### src/common/ccr_defs.svh
`ifndef CCR_DEFS_SVH
`define CCR_DEFS_SVH

// Register offsets
`define CCR_ADDR_POWER_MODE   8'h08
`define CCR_ADDR_CLOCK_COND   8'h09
`define CCR_ADDR_TEST_SEL     8'h0D
`define CCR_ADDR_OFFSET_TRIM  8'h10
`define CCR_ADDR_OUT_DRIVER   8'h14
`define CCR_ADDR_OUT_PHASE    8'h16
`define CCR_ADDR_REF_LEVEL    8'h18

// Reset values
`define CCR_RST_POWER_MODE    8'h00
`define CCR_RST_CLOCK_COND    8'h01
`define CCR_RST_TEST_SEL      8'h00
`define CCR_RST_OFFSET_TRIM   8'h00
`define CCR_RST_OUT_DRIVER    8'h00
`define CCR_RST_OUT_PHASE     8'h00
`define CCR_RST_REF_LEVEL     8'hC0

// Populated bit masks
`define CCR_MASK_POWER_MODE   8'h27
`define CCR_MASK_CLOCK_COND   8'h01
`define CCR_MASK_TEST_SEL     8'h37
`define CCR_MASK_OFFSET_TRIM  8'h3F
`define CCR_MASK_OUT_DRIVER   8'hD7
`define CCR_MASK_OUT_PHASE    8'h80
`define CCR_MASK_REF_LEVEL    8'hC0

// Field positions
`define CCR_PWR_MODE_LSB      0
`define CCR_PWR_PIN_FUNC_BIT  5
`define CCR_DCS_EN_BIT        0
`define CCR_TEST_SEL_LSB      0
`define CCR_SHORT_PRBS_RST    4
`define CCR_LONG_PRBS_RST     5
`define CCR_DRV_FORMAT_LSB    0
`define CCR_DRV_INVERT_BIT    2
`define CCR_DRV_DISABLE_BIT   4
`define CCR_DRV_STRENGTH_LSB  6
`define CCR_PHASE_INV_BIT     7
`define CCR_REF_CODE_LSB      6

// Power mode codes
`define CCR_PM_NORMAL_A       3'h0
`define CCR_PM_FULL_DOWN      3'h1
`define CCR_PM_STANDBY        3'h2
`define CCR_PM_NORMAL_B       3'h3

// Reference levels in millivolts
`define CCR_REF_MV_CODE0      12'h4E2
`define CCR_REF_MV_CODE1      12'h5DC
`define CCR_REF_MV_CODE2      12'h6D6
`define CCR_REF_MV_CODE3      12'h7D0

// Pattern words
`define CCR_PAT_MIDSCALE      12'h800
`define CCR_PAT_POS_FULL      12'hFFF
`define CCR_PAT_NEG_FULL      12'h000
`define CCR_PAT_CHECK_A       12'hAAA
`define CCR_PAT_CHECK_B       12'h555
`define CCR_LONG_PRBS_SEED    23'h7FFFFF
`define CCR_SHORT_PRBS_SEED   9'h1FF

`endif

### src/common/ccr_pkg.sv
package ccr_pkg;

  // Effective converter power state, one-hot
  typedef enum logic [2:0] {
    CCR_PWR_NORMAL   = 3'b001,
    CCR_PWR_STANDBY  = 3'b010,
    CCR_PWR_DOWN     = 3'b100
  } ccr_power_type;

  // Output test selector codes
  typedef enum logic [2:0] {
    CCR_TP_OFF       = 3'h0,
    CCR_TP_MIDSCALE  = 3'h1,
    CCR_TP_POS_FULL  = 3'h2,
    CCR_TP_NEG_FULL  = 3'h3,
    CCR_TP_CHECKER   = 3'h4,
    CCR_TP_LONG_PRBS = 3'h5,
    CCR_TP_SHORT_PRBS = 3'h6,
    CCR_TP_TOGGLE    = 3'h7
  } ccr_pattern_type;

endpackage : ccr_pkg

### src/core/ccr_pattern_gen.sv
`timescale 1ns/1ps
`include "ccr_defs.svh"

module ccr_pattern_gen
  import ccr_pkg::*;
#(
  parameter int DATA_W = 12
)(
  input  wire logic              core_clk,
  input  wire logic              rst,
  input  wire ccr_pattern_type   pattern_sel,
  input  wire logic              long_prbs_hold,
  input  wire logic              short_prbs_hold,
  input  wire logic [DATA_W-1:0] conv_data,
  output logic      [DATA_W-1:0] pattern_data
);

  logic [22:0]       long_prbs_reg;
  logic [22:0]       long_prbs_next;
  logic [8:0]        short_prbs_reg;
  logic [8:0]        short_prbs_next;
  logic              phase_reg;
  logic [DATA_W-1:0] word_next;

  // Long sequence x^23 + x^18 + 1, short x^9 + x^5 + 1
  assign long_prbs_next  = long_prbs_hold ? `CCR_LONG_PRBS_SEED
                         : {long_prbs_reg[21:0],
                            long_prbs_reg[22] ^ long_prbs_reg[17]};
  assign short_prbs_next = short_prbs_hold ? `CCR_SHORT_PRBS_SEED
                         : {short_prbs_reg[7:0],
                            short_prbs_reg[8] ^ short_prbs_reg[4]};

  // Word selection per test code
  always_comb
  begin
    case (pattern_sel)
      CCR_TP_OFF:        word_next = conv_data;
      CCR_TP_MIDSCALE:   word_next = `CCR_PAT_MIDSCALE;
      CCR_TP_POS_FULL:   word_next = `CCR_PAT_POS_FULL;
      CCR_TP_NEG_FULL:   word_next = `CCR_PAT_NEG_FULL;
      CCR_TP_CHECKER:    word_next = phase_reg ? `CCR_PAT_CHECK_B
                                               : `CCR_PAT_CHECK_A;
      CCR_TP_LONG_PRBS:  word_next = long_prbs_reg[DATA_W-1:0];
      CCR_TP_SHORT_PRBS: word_next = {{(DATA_W-9){1'b0}}, short_prbs_reg};
      CCR_TP_TOGGLE:     word_next = phase_reg ? `CCR_PAT_NEG_FULL
                                               : `CCR_PAT_POS_FULL;
      default:           word_next = conv_data;
    endcase
  end

  // Generator state and registered output word
  always_ff @(posedge core_clk)
  begin
    if (rst)
    begin
      long_prbs_reg  <= `CCR_LONG_PRBS_SEED;
      short_prbs_reg <= `CCR_SHORT_PRBS_SEED;
      phase_reg      <= 1'b0;
      pattern_data   <= '0;
    end
    else
    begin
      long_prbs_reg  <= long_prbs_next;
      short_prbs_reg <= short_prbs_next;
      phase_reg      <= ~phase_reg;
      pattern_data   <= word_next;
    end
  end

endmodule : ccr_pattern_gen

### src/core/ccr_config_regs.sv
// Function
// - Power field 001 is full power-down, 010 standby, 000 or 011 normal, and the power-down pin overrides it.
// - The test selector picks off, midscale, +full, -full, checkerboard, long PRBS, short PRBS or one/zero toggle.
// - Reference code 00/01/10/11 selects 1.25/1.5/1.75/2.00 V from the internal divider.
// - Data outputs drive only with the disable bit clear and the output-enable pin high.
// - Reset loads every register with its default before any write counts.
`timescale 1ns/1ps
`include "ccr_defs.svh"

module ccr_config_regs
  import ccr_pkg::*;
#(
  parameter int DATA_W = 12
)(
  input  wire logic              core_clk,
  input  wire logic              rst,
  input  wire logic              reg_wr_en,
  input  wire logic              reg_rd_en,
  input  wire logic [7:0]        reg_addr,
  input  wire logic [7:0]        reg_wr_data,
  output logic      [7:0]        reg_rd_data,
  output logic                   reg_rd_valid,
  input  wire logic              power_down_pin,
  input  wire logic              output_enable_low_pin,
  input  wire logic [DATA_W-1:0] conv_data,
  output logic      [DATA_W-1:0] out_data,
  output logic                   out_data_oe,
  output logic      [1:0]        out_drive_strength,
  output logic      [1:0]        out_data_format,
  output logic                   sample_clock_invert,
  output logic                   dcs_enable,
  output logic      [5:0]        offset_trim,
  output logic      [1:0]        ref_code,
  output logic      [11:0]       ref_level_mv,
  output ccr_power_type          power_state
);

  // Keep only populated bits of a value
  function automatic logic [7:0] ccr_masked(input logic [7:0] value,
                                            input logic [7:0] mask);
    ccr_masked = value & mask;
  endfunction : ccr_masked

  // Reference level for a divider code
  function automatic logic [11:0] ccr_ref_mv(input logic [1:0] code);
    case (code)
      2'h0:    ccr_ref_mv = `CCR_REF_MV_CODE0;
      2'h1:    ccr_ref_mv = `CCR_REF_MV_CODE1;
      2'h2:    ccr_ref_mv = `CCR_REF_MV_CODE2;
      default: ccr_ref_mv = `CCR_REF_MV_CODE3;
    endcase
  endfunction : ccr_ref_mv

  logic [7:0]        power_mode_reg;
  logic [7:0]        clock_cond_reg;
  logic [7:0]        test_sel_reg;
  logic [7:0]        offset_trim_reg;
  logic [7:0]        out_driver_reg;
  logic [7:0]        out_phase_reg;
  logic [7:0]        ref_level_reg;
  logic [2:0]        power_down_pin_sync_reg;
  logic [2:0]        oe_sync_reg;
  logic              power_down_pin_level_reg;
  logic              oe_level_reg;
  logic [DATA_W-1:0] pattern_word;
  logic [7:0]        rd_data_next;
  ccr_power_type     power_next;

  // Address decode strobes
  wire wr_power  = reg_wr_en && (reg_addr == `CCR_ADDR_POWER_MODE);
  wire wr_clock  = reg_wr_en && (reg_addr == `CCR_ADDR_CLOCK_COND);
  wire wr_test   = reg_wr_en && (reg_addr == `CCR_ADDR_TEST_SEL);
  wire wr_offset = reg_wr_en && (reg_addr == `CCR_ADDR_OFFSET_TRIM);
  wire wr_driver = reg_wr_en && (reg_addr == `CCR_ADDR_OUT_DRIVER);
  wire wr_phase  = reg_wr_en && (reg_addr == `CCR_ADDR_OUT_PHASE);
  wire wr_ref    = reg_wr_en && (reg_addr == `CCR_ADDR_REF_LEVEL);

  // Masked write data per register
  wire [7:0] wd_power  = ccr_masked(reg_wr_data, `CCR_MASK_POWER_MODE);
  wire [7:0] wd_clock  = ccr_masked(reg_wr_data, `CCR_MASK_CLOCK_COND);
  wire [7:0] wd_test   = ccr_masked(reg_wr_data, `CCR_MASK_TEST_SEL);
  wire [7:0] wd_offset = ccr_masked(reg_wr_data, `CCR_MASK_OFFSET_TRIM);
  wire [7:0] wd_driver = ccr_masked(reg_wr_data, `CCR_MASK_OUT_DRIVER);
  wire [7:0] wd_phase  = ccr_masked(reg_wr_data, `CCR_MASK_OUT_PHASE);
  wire [7:0] wd_ref    = ccr_masked(reg_wr_data, `CCR_MASK_REF_LEVEL);

  // Register fields
  wire [2:0] pwr_field  = power_mode_reg[`CCR_PWR_MODE_LSB +: 3];
  wire       pin_stdby  = power_mode_reg[`CCR_PWR_PIN_FUNC_BIT];
  wire       drv_off    = out_driver_reg[`CCR_DRV_DISABLE_BIT];
  wire       drv_invert = out_driver_reg[`CCR_DRV_INVERT_BIT];
  wire [2:0] test_code  = test_sel_reg[`CCR_TEST_SEL_LSB +: 3];

  // Pin synchronisers, stage two and three agreeing
  wire power_down_pin_agree = (power_down_pin_sync_reg[1] == power_down_pin_sync_reg[2]);
  wire oe_agree   = (oe_sync_reg[1] == oe_sync_reg[2]);

  // Read data with unpopulated bits forced low
  always_comb
  begin
    case (reg_addr)
      `CCR_ADDR_POWER_MODE:
        rd_data_next = ccr_masked(power_mode_reg, `CCR_MASK_POWER_MODE);
      `CCR_ADDR_CLOCK_COND:
        rd_data_next = ccr_masked(clock_cond_reg, `CCR_MASK_CLOCK_COND);
      `CCR_ADDR_TEST_SEL:
        rd_data_next = ccr_masked(test_sel_reg, `CCR_MASK_TEST_SEL);
      `CCR_ADDR_OFFSET_TRIM:
        rd_data_next = ccr_masked(offset_trim_reg, `CCR_MASK_OFFSET_TRIM);
      `CCR_ADDR_OUT_DRIVER:
        rd_data_next = ccr_masked(out_driver_reg, `CCR_MASK_OUT_DRIVER);
      `CCR_ADDR_OUT_PHASE:
        rd_data_next = ccr_masked(out_phase_reg, `CCR_MASK_OUT_PHASE);
      `CCR_ADDR_REF_LEVEL:
        rd_data_next = ccr_masked(ref_level_reg, `CCR_MASK_REF_LEVEL);
      default:
        rd_data_next = 8'h00;
    endcase
  end

  // Effective power state, pin has priority
  always_comb
  begin
    if (power_down_pin_level_reg)
      power_next = pin_stdby ? CCR_PWR_STANDBY : CCR_PWR_DOWN;
    else
    begin
      case (pwr_field)
        `CCR_PM_FULL_DOWN: power_next = CCR_PWR_DOWN;
        `CCR_PM_STANDBY:   power_next = CCR_PWR_STANDBY;
        `CCR_PM_NORMAL_A:  power_next = CCR_PWR_NORMAL;
        `CCR_PM_NORMAL_B:  power_next = CCR_PWR_NORMAL;
        default:           power_next = CCR_PWR_NORMAL;
      endcase
    end
  end

  // Configuration registers with defaults on reset
  always_ff @(posedge core_clk)
  begin
    if (rst)
    begin
      power_mode_reg  <= `CCR_RST_POWER_MODE;
      clock_cond_reg  <= `CCR_RST_CLOCK_COND;
      test_sel_reg    <= `CCR_RST_TEST_SEL;
      offset_trim_reg <= `CCR_RST_OFFSET_TRIM;
      out_driver_reg  <= `CCR_RST_OUT_DRIVER;
      out_phase_reg   <= `CCR_RST_OUT_PHASE;
      ref_level_reg   <= `CCR_RST_REF_LEVEL;
    end
    else
    begin
      if (wr_power)
        power_mode_reg <= wd_power;
      if (wr_clock)
        clock_cond_reg <= wd_clock;
      if (wr_test)
        test_sel_reg <= wd_test;
      if (wr_offset)
        offset_trim_reg <= wd_offset;
      if (wr_driver)
        out_driver_reg <= wd_driver;
      if (wr_phase)
        out_phase_reg <= wd_phase;
      if (wr_ref)
        ref_level_reg <= wd_ref;
    end
  end

  // Read port answer
  always_ff @(posedge core_clk)
  begin
    if (rst)
    begin
      reg_rd_data  <= 8'h00;
      reg_rd_valid <= 1'b0;
    end
    else
    begin
      reg_rd_valid <= reg_rd_en;
      if (reg_rd_en)
        reg_rd_data <= rd_data_next;
    end
  end

  // Three-stage pin synchronisers
  always_ff @(posedge core_clk)
  begin
    if (rst)
    begin
      power_down_pin_sync_reg  <= 3'h0;
      oe_sync_reg    <= 3'h0;
      power_down_pin_level_reg <= 1'b0;
      oe_level_reg   <= 1'b0;
    end
    else
    begin
      power_down_pin_sync_reg <= {power_down_pin_sync_reg[1:0], power_down_pin};
      oe_sync_reg   <= {oe_sync_reg[1:0], output_enable_low_pin};
      if (power_down_pin_agree)
        power_down_pin_level_reg <= power_down_pin_sync_reg[2];
      if (oe_agree)
        oe_level_reg <= oe_sync_reg[2];
    end
  end

  // Test word source
  ccr_pattern_gen #(
    .DATA_W          (DATA_W)
  ) u_pattern (
    .core_clk        (core_clk),
    .rst             (rst),
    .pattern_sel     (ccr_pattern_type'(test_code)),
    .long_prbs_hold  (test_sel_reg[`CCR_LONG_PRBS_RST]),
    .short_prbs_hold (test_sel_reg[`CCR_SHORT_PRBS_RST]),
    .conv_data       (conv_data),
    .pattern_data    (pattern_word)
  );

  // Registered outputs to the converter core
  always_ff @(posedge core_clk)
  begin
    if (rst)
    begin
      out_data            <= '0;
      out_data_oe         <= 1'b0;
      out_drive_strength  <= 2'h0;
      out_data_format     <= 2'h0;
      sample_clock_invert <= 1'b0;
      dcs_enable          <= 1'b0;
      offset_trim         <= 6'h00;
      ref_code            <= 2'h0;
      ref_level_mv        <= 12'h000;
      power_state         <= CCR_PWR_NORMAL;
    end
    else
    begin
      out_data            <= drv_invert ? ~pattern_word : pattern_word;
      out_data_oe         <= ~drv_off && oe_level_reg;
      out_drive_strength  <= out_driver_reg[`CCR_DRV_STRENGTH_LSB +: 2];
      out_data_format     <= out_driver_reg[`CCR_DRV_FORMAT_LSB +: 2];
      sample_clock_invert <= out_phase_reg[`CCR_PHASE_INV_BIT];
      dcs_enable          <= clock_cond_reg[`CCR_DCS_EN_BIT];
      offset_trim         <= offset_trim_reg[5:0];
      ref_code            <= ref_level_reg[`CCR_REF_CODE_LSB +: 2];
      ref_level_mv        <= ccr_ref_mv(
                               ref_level_reg[`CCR_REF_CODE_LSB +: 2]
                             );
      power_state         <= power_next;
    end
  end

endmodule : ccr_config_regs

### config.mk
export PLATFORM = sky130hd
export DESIGN_NAME = ccr_config_regs
export DESIGN_NICKNAME = d
export VERILOG_FILES = /design/src/common/ccr_pkg.sv /design/src/core/ccr_pattern_gen.sv /design/src/core/ccr_config_regs.sv
export VERILOG_INCLUDE_DIRS = /design/src /design/src/common
export SDC_FILE = /design/constraint.sdc
export NUM_CORES = 1
export LEC_CHECK = 0
export ABC_CLOCK_PERIOD_IN_PS = 2400
export BUFFER_PORTS_ARGS = -buffer_cell sky130_fd_sc_hd__buf_2
export CORE_MARGIN = 2
export CORE_UTILIZATION = 45
export CTS_CLUSTER_SIZE = 28
export DETAILED_ROUTE_END_ITERATION = 16
export PLACE_DENSITY = 0.67
export REMOVE_ABC_BUFFERS = 1
export SLEW_MARGIN = 20
export SYNTH_ARGS = -nofsm -noshare
export SYNTH_HDL_FRONTEND = slang
export SYNTH_SLANG_ARGS = --single-unit
export TNS_END_PERCENT = 10
### constraint.sdc
create_clock -name core_clk -period 2.4 [get_ports core_clk]
set_input_delay 0.12 -clock core_clk [delete_from_list [all_inputs] [get_ports core_clk]]
set_output_delay 0.12 -clock core_clk [all_outputs]
set_load 0.01 [all_outputs]
==> results of run 1 <==
-- cell families (layout without fill, tap and decap cells) --
| family | after synthesis | after routing | synth area share |
|---|---|---|---|
| DFF | 125 | 125 | 0.552 |
| xor gates and xnor gates | 15 | 15 | 0.0290 |
| and+or+nand+nor | 170 | 170 | 0.197 |
| muxes | 31 | 31 | 0.0696 |
| other | 1 | 2 | 0.000828 |
| adders and majority gates | 5 | 5 | 0.0138 |
| buffers and inverters | 40 | 146 | 0.0373 |
| AOI/OAI and AO/OA | 65 | 65 | 0.0997 |
-- critical path, stage by stage --
cell           delay (ns)
dlygate4sd3_1        0.53
buf_2                0.15
or4b_4               0.58
nor3_1               0.51
nand2_1              0.15
o211ai_1             0.14
-- worst min-delay path by stage --
stage                            end  cells after the start
finish              out_phase_reg[7]                      4
CTS                 out_phase_reg[7]                      4
global route          reg_rd_data[6]                      4
detailed placement    oe_sync_reg[0]                      2
floorplan                ref_code[0]                      1
global placement      oe_sync_reg[0]                      2
-- metal layers --
metal / track usage / share of wire / up-vias / routed length (um)
met5: 0 / 0 / - / 0
met4: 0.0985 / 0.026 / 0 / 249
met3: 0.0514 / 0.049 / 17 / 475
met2: 0.273 / 0.44 / 96 / 4320
met1: 0.257 / 0.48 / 1607 / 4680
li1: - / - / 1751 / -
-- power groups by stage --
stage / Clock [mW] / Combinational (mW) / Sequential (mW)
2_1_floorplan: 0 / 0.0630 / 2.18
3_3_place_gp: 0 / 0.172 / 2.18
3_5_place_dp: 0 / 0.175 / 2.18
4_1_cts: 2.40 / 0.196 / 2.13
5_1_grt: 2.49 / 0.217 / 2.14
6_report: 2.34 / 0.197 / 2.13
-- repair_timing --
item | CTS | global route
resized for setup | 0 | 0
endpoints found under the hold margin | 33 | 0
setup buffers | 0 | 0
hold buffers | 17 | 0
-- cell usage after synthesis, drive strengths merged (4+ instances only) --
| library cell | number | area (um^2) |
|---|---|---|
| dfxtp | 125 | 2500 |
| mux2 | 4 | 45.0 |
| o221ai | 9 | 78.8 |
| nor3 | 8 | 62.6 |
| o21a | 7 | 52.6 |
| inv | 6 | 22.5 |
| mux2i | 27 | 270 |
| xnor2 | 13 | 114 |
| o211ai | 11 | 82.6 |
| nor2 | 63 | 236 |
| clkbuf | 23 | 86.3 |
| nor2b | 24 | 150 |
| o21ai | 9 | 45.0 |
| nand3 | 5 | 25.0 |
| a21oi | 16 | 80.1 |
| buf | 10 | 56.3 |
| or3 | 35 | 220 |
| a32oi | 4 | 35.0 |
| ha | 5 | 62.6 |
| nor4 | 4 | 25.0 |
| nand2 | 20 | 75.1 |
-- cell type report --
class	count	share of cell area
flip-flops and latches	125	0.435
multi-input cells	288	0.324
repair buffers	107	0.111
clock buffers	20	0.0774
well taps	133	0.0289
clock inverters	12	0.0191
inverters	7	0.00457
==> impl_metrics.ini, run 1 <==
[clocking]
root_buffer = clkbuf_8
clk_pin_slew_ns = 0.06
numCtsBuffers = 17
cts_tree = built
cts_sinks = 125
htreeDepth = 4
clock_path_buffers = 2
clk_latency_ns = 0.51

[worst_setup_path]
startpoint_type = input pin
crit_type = in -> reg
cp.arrival_ns = 2.19
reg2reg_depth = 4
r2r_slack_ns = 0.81
setup.worst_path.end = ref_level_reg[6]
worstSetupStartpoint = reg_addr[5]
crit_required_ns = 2.82
endpoint_kind = flip-flop
worstReg2RegStart = test_sel_reg[2]
path_max_fanout = 4
rr_endpoint = u_pattern.pattern_data[2]

[power]
combPwrFrac = 0.042
p_leak_nw = 2.42
p_total_mw = 4.67
p_seq_frac = 0.456
ir_worst_vdd_mv = 0.380
switching_share = 0.221
switching_power_mw = 1.03
p_int_mw = 3.64
pwr-share-clk = 0.501
cellPowerDensity_nw_per_um2 = 812

[route]
avgRoutedWirePerCell_um = 14.1
drc = 0
firstDrtPassIters = 5
drt_iter0_drc = 196
ant_nets = 0
vias_per_cell = 5.02
vias = 3471
routed_wl_um = 9720

[grt]
grt_overflow = 0
grt_pass1_vias = 3267
grt_util_all_layers = 0.189
grt_max_degree = 71
antenna_found_initial = 0
grt_pass1_wl_um = 16400

[cells_and_area]
drive_gt1_frac = 0.233
area_growth_pct = 27.0
final_common_cell = dfxtp_1
layout_common_cells = 125 x dfxtp_1, 82 x buf_2, 63 x nor2_1
fin_area_um2 = 5750
fin_util = 0.589
diodes = 0
area.sequential_um2 = 2500
largest_register_ffs = 23
multi_input_area_um2 = 1860
fill_cells = 865
fin_cells = 692
fin_nets = 585

[synth]
yosys_warnings = 0
synth_area_um2 = 4530
synth.distinct_cells = 45
synth-seq-cells = 125
synth-async-reset-ratio = 0
synth-edff-count = 0
avgSynthCellArea_um2 = 10.0
ys_seq_area_frac = 0.552
synth-main-ff-cell = dfxtp_1
synthCells = 452

[sta]
hold_viol_final = 0
max_freq_mhz = 566
fin_worst_skew_ns = 0.00894
fin_crit_ns = 1.77
final-setup-viol-count = 0
fin_tns_setup_ns = 0
rsz0062_at_grt = false
maxSlewHeadroom = 0.563
slew_viol_final = 0
tightest_slew_ns = 0.655
hold_slack_ns = 0.0460
finalCritPeriodShare = 0.736
fin_ws_ns = 0.634

[hold_path]
hp-start = reg_addr[1]
hold_class = in -> reg

[flow_run]
maxCapViolCount = 0

[status]
outcome = complete, no violations

[die]
dieArea_um2 = 10900
rows = 36
io_pins = 85
die_h_um = 104
core_um2 = 9770
dieWidth_um = 104
start_util = 0.464

[placement]
dp_slack_ns = 0.639
dp_cells = 643
dpl.hpwl_um = 6460
place_congestion = 0.865
numPortBuffers = 82
post_dp_cell_area_um2 = 5030
Power figures use the tool's default switching activity.
==> inputs of run 2 (changes only) <==
- ABC_CLOCK_PERIOD_IN_PS: 2400 -> 1450
- PLACE_DENSITY: 0.67 -> 0.69
- clock period: 2.4 -> 1.45 ns (I/O delays scaled with it)
==> run 2 against run 1 <==
Compared with the run above:
- hold slack lost 0.015 ns
- register-to-register slack lost 0.71 ns
- clock skew is 0.0017 ns lower
- wire length grew 5.8%
- combinational power increased by 89%
- non-clock buffer count increased by 26
- total power is 73% higher
- largest cell class unchanged
- highest routed layer unchanged
==> impl_metrics.ini, run 2 (synthesis results as in run 1) <==
[cells_and_area]
diodes = 0
final_common_cell = dfxtp_1
drive_gt1_frac = 0.277
fin_nets = 611
layout_common_cells = 125 x dfxtp_1, 82 x buf_2, 63 x nor2_1
area_growth_pct = 34.0
fin_cells = 718
largest_register_ffs = 23
fin_area_um2 = 6070
fill_cells = 793

[power]
p_leak_nw = 2.57
ir_worst_vdd_mv = 0.688
pwr-share-clk = 0.517
switching_share = 0.234
p_int_mw = 6.19
p_seq_frac = 0.437
cellPowerDensity_nw_per_um2 = 1330
combPwrFrac = 0.046
p_total_mw = 8.08
switching_power_mw = 1.89

[placement]
numPortBuffers = 82
dp_cells = 667
dpl.hpwl_um = 6800
post_dp_cell_area_um2 = 5250
place_congestion = 0.892

[route]
drc = 0
routed_wl_um = 10300
vias = 3576
vias_per_cell = 4.98
ant_nets = 0
firstDrtPassIters = 4
avgRoutedWirePerCell_um = 14.3
drt_iter0_drc = 316

[die]
dieArea_um2 = 10900
die_h_um = 104
dieWidth_um = 104
start_util = 0.464
core_um2 = 9770
rows = 36
io_pins = 85

[sta]
fin_worst_skew_ns = 0.00725
max_freq_mhz = 707
fin_crit_ns = 1.41
hold_slack_ns = 0.0313
maxSlewHeadroom = 0.630
slew_viol_final = 0
fin_tns_setup_ns = 0
finalCritPeriodShare = 0.976
tightest_slew_ns = 0.547
hold_viol_final = 0
final-setup-viol-count = 0

[grt]
use_met2 = 0.295
grt_use_met3 = 0.0558
antenna_found_initial = 0
grt-busiest-layer = met2
grt_pass1_vias = 3406
grt_overflow = 0
grtUsageMet1 = 0.256
grt_max_degree = 80
grt_pass1_wl_um = 16900
grt_util_all_layers = 0.194

[worst_setup_path]
crit_required_ns = 1.85
max_stage_delay_ns = 0.55
cp_top_family = buffers and inverters
path_max_fanout = 5
crit_buf_inv = 5
cp.arrival_ns = 1.81
cp_common_cell = buf_4
startpoint_type = input pin
crit_type = in -> reg
cp_slowest_cell = dlygate4sd3_1
path_cells = buf_2 -> dlygate4sd3_1 -> buf_4 -> nor4b_2 -> buf_4 -> nand3_2 -> buf_6 -> mux2i_2 -> nor2_1
reg2reg_depth = 3
cp_num_cells = 9
endpoint_kind = flip-flop

[clocking]
clk_pin_slew_ns = 0.06
post_cts_buffers = 0
cts_sinks = 125
clk_latency_ns = 0.52
clock_path_buffers = 2
cts_tree = built
htreeDepth = 4
root_buffer = clkbuf_8
numCtsBuffers = 17

[hold_path]
whs_path_depth = 4
hold_class = in -> reg

[status]
outcome = complete, no violations

[flow_run]
maxCapViolCount = 0
run 2: cell types whose count changed in the layout (fill, tap and decap cells not counted), sizes merged, moves of 2 or more:
cell / change
dlygate4sd3: +2
clkbuf: -3
buf: +24
clkinv: -4
inv: +5
run 2: layout make-up:
class	count	area, um^2	area share
clock inverter	15	179	0.0295
sequential	125	2500	0.412
multi-input combinational	288	1900	0.313
inverter	7	26.3	0.00433
tap	133	166	0.0274
timing repair buffer	133	882	0.145
clock buffer	17	414	0.0682
run 2: worst reg2reg max path, cell delays in order, from the launching register on:
cell,delay [ns]
dfxtp_1,0.54
nand2_1,0.28
o221ai_1,0.29
a21oi_1,0.12
run 2: power by group through the flow:
stage	Sequential [mW]	Combinational, mW	Clock (mW)
5_1_grt	3.54	0.402	4.39
4_1_cts	3.53	0.361	4.25
3_5_place_dp	3.60	0.318	0
2_1_floorplan	3.62	0.104	0
3_3_place_gp	3.60	0.314	0
6_report	3.53	0.372	4.18
run 2: repair_timing:
action | CTS | global route
hold endpoints to repair | 40 | 0
endpoints found under the setup margin | 0 | 15
resized for setup | 0 | 9
hold buffers | 19 | 0
run 2: through the flow:
| stage | setup slack, ns | util |
|---|---|---|
| after floorplan | -0.144 | - |
| after global placement | -0.0337 | 0.537 |
| after detailed placement | -0.0893 | 0.537 |
| after CTS | 0.0137 | 0.617 |
| after global routing | -0.0265 | 0.621 |
| final | 0.0353 | 0.621 |
run 2: worst paths after layout:
check                                                 start                           to  slack (ns)
worst max register to register              test_sel_reg[1]    u_pattern.pattern_data[6]        0.10
worst min register to register  u_pattern.long_prbs_reg[20]  u_pattern.long_prbs_reg[21]        0.41
worst max-delay path                            reg_addr[6]            out_driver_reg[0]        0.04
worst min-delay path                           conv_data[5]    u_pattern.pattern_data[5]        0.03
run 2: per-layer routing:
layer,part of all wire,routed length (um)
met5,0,0
met4,0.021,218
met3,0.043,446
met2,0.46,4730
met1,0.48,4890
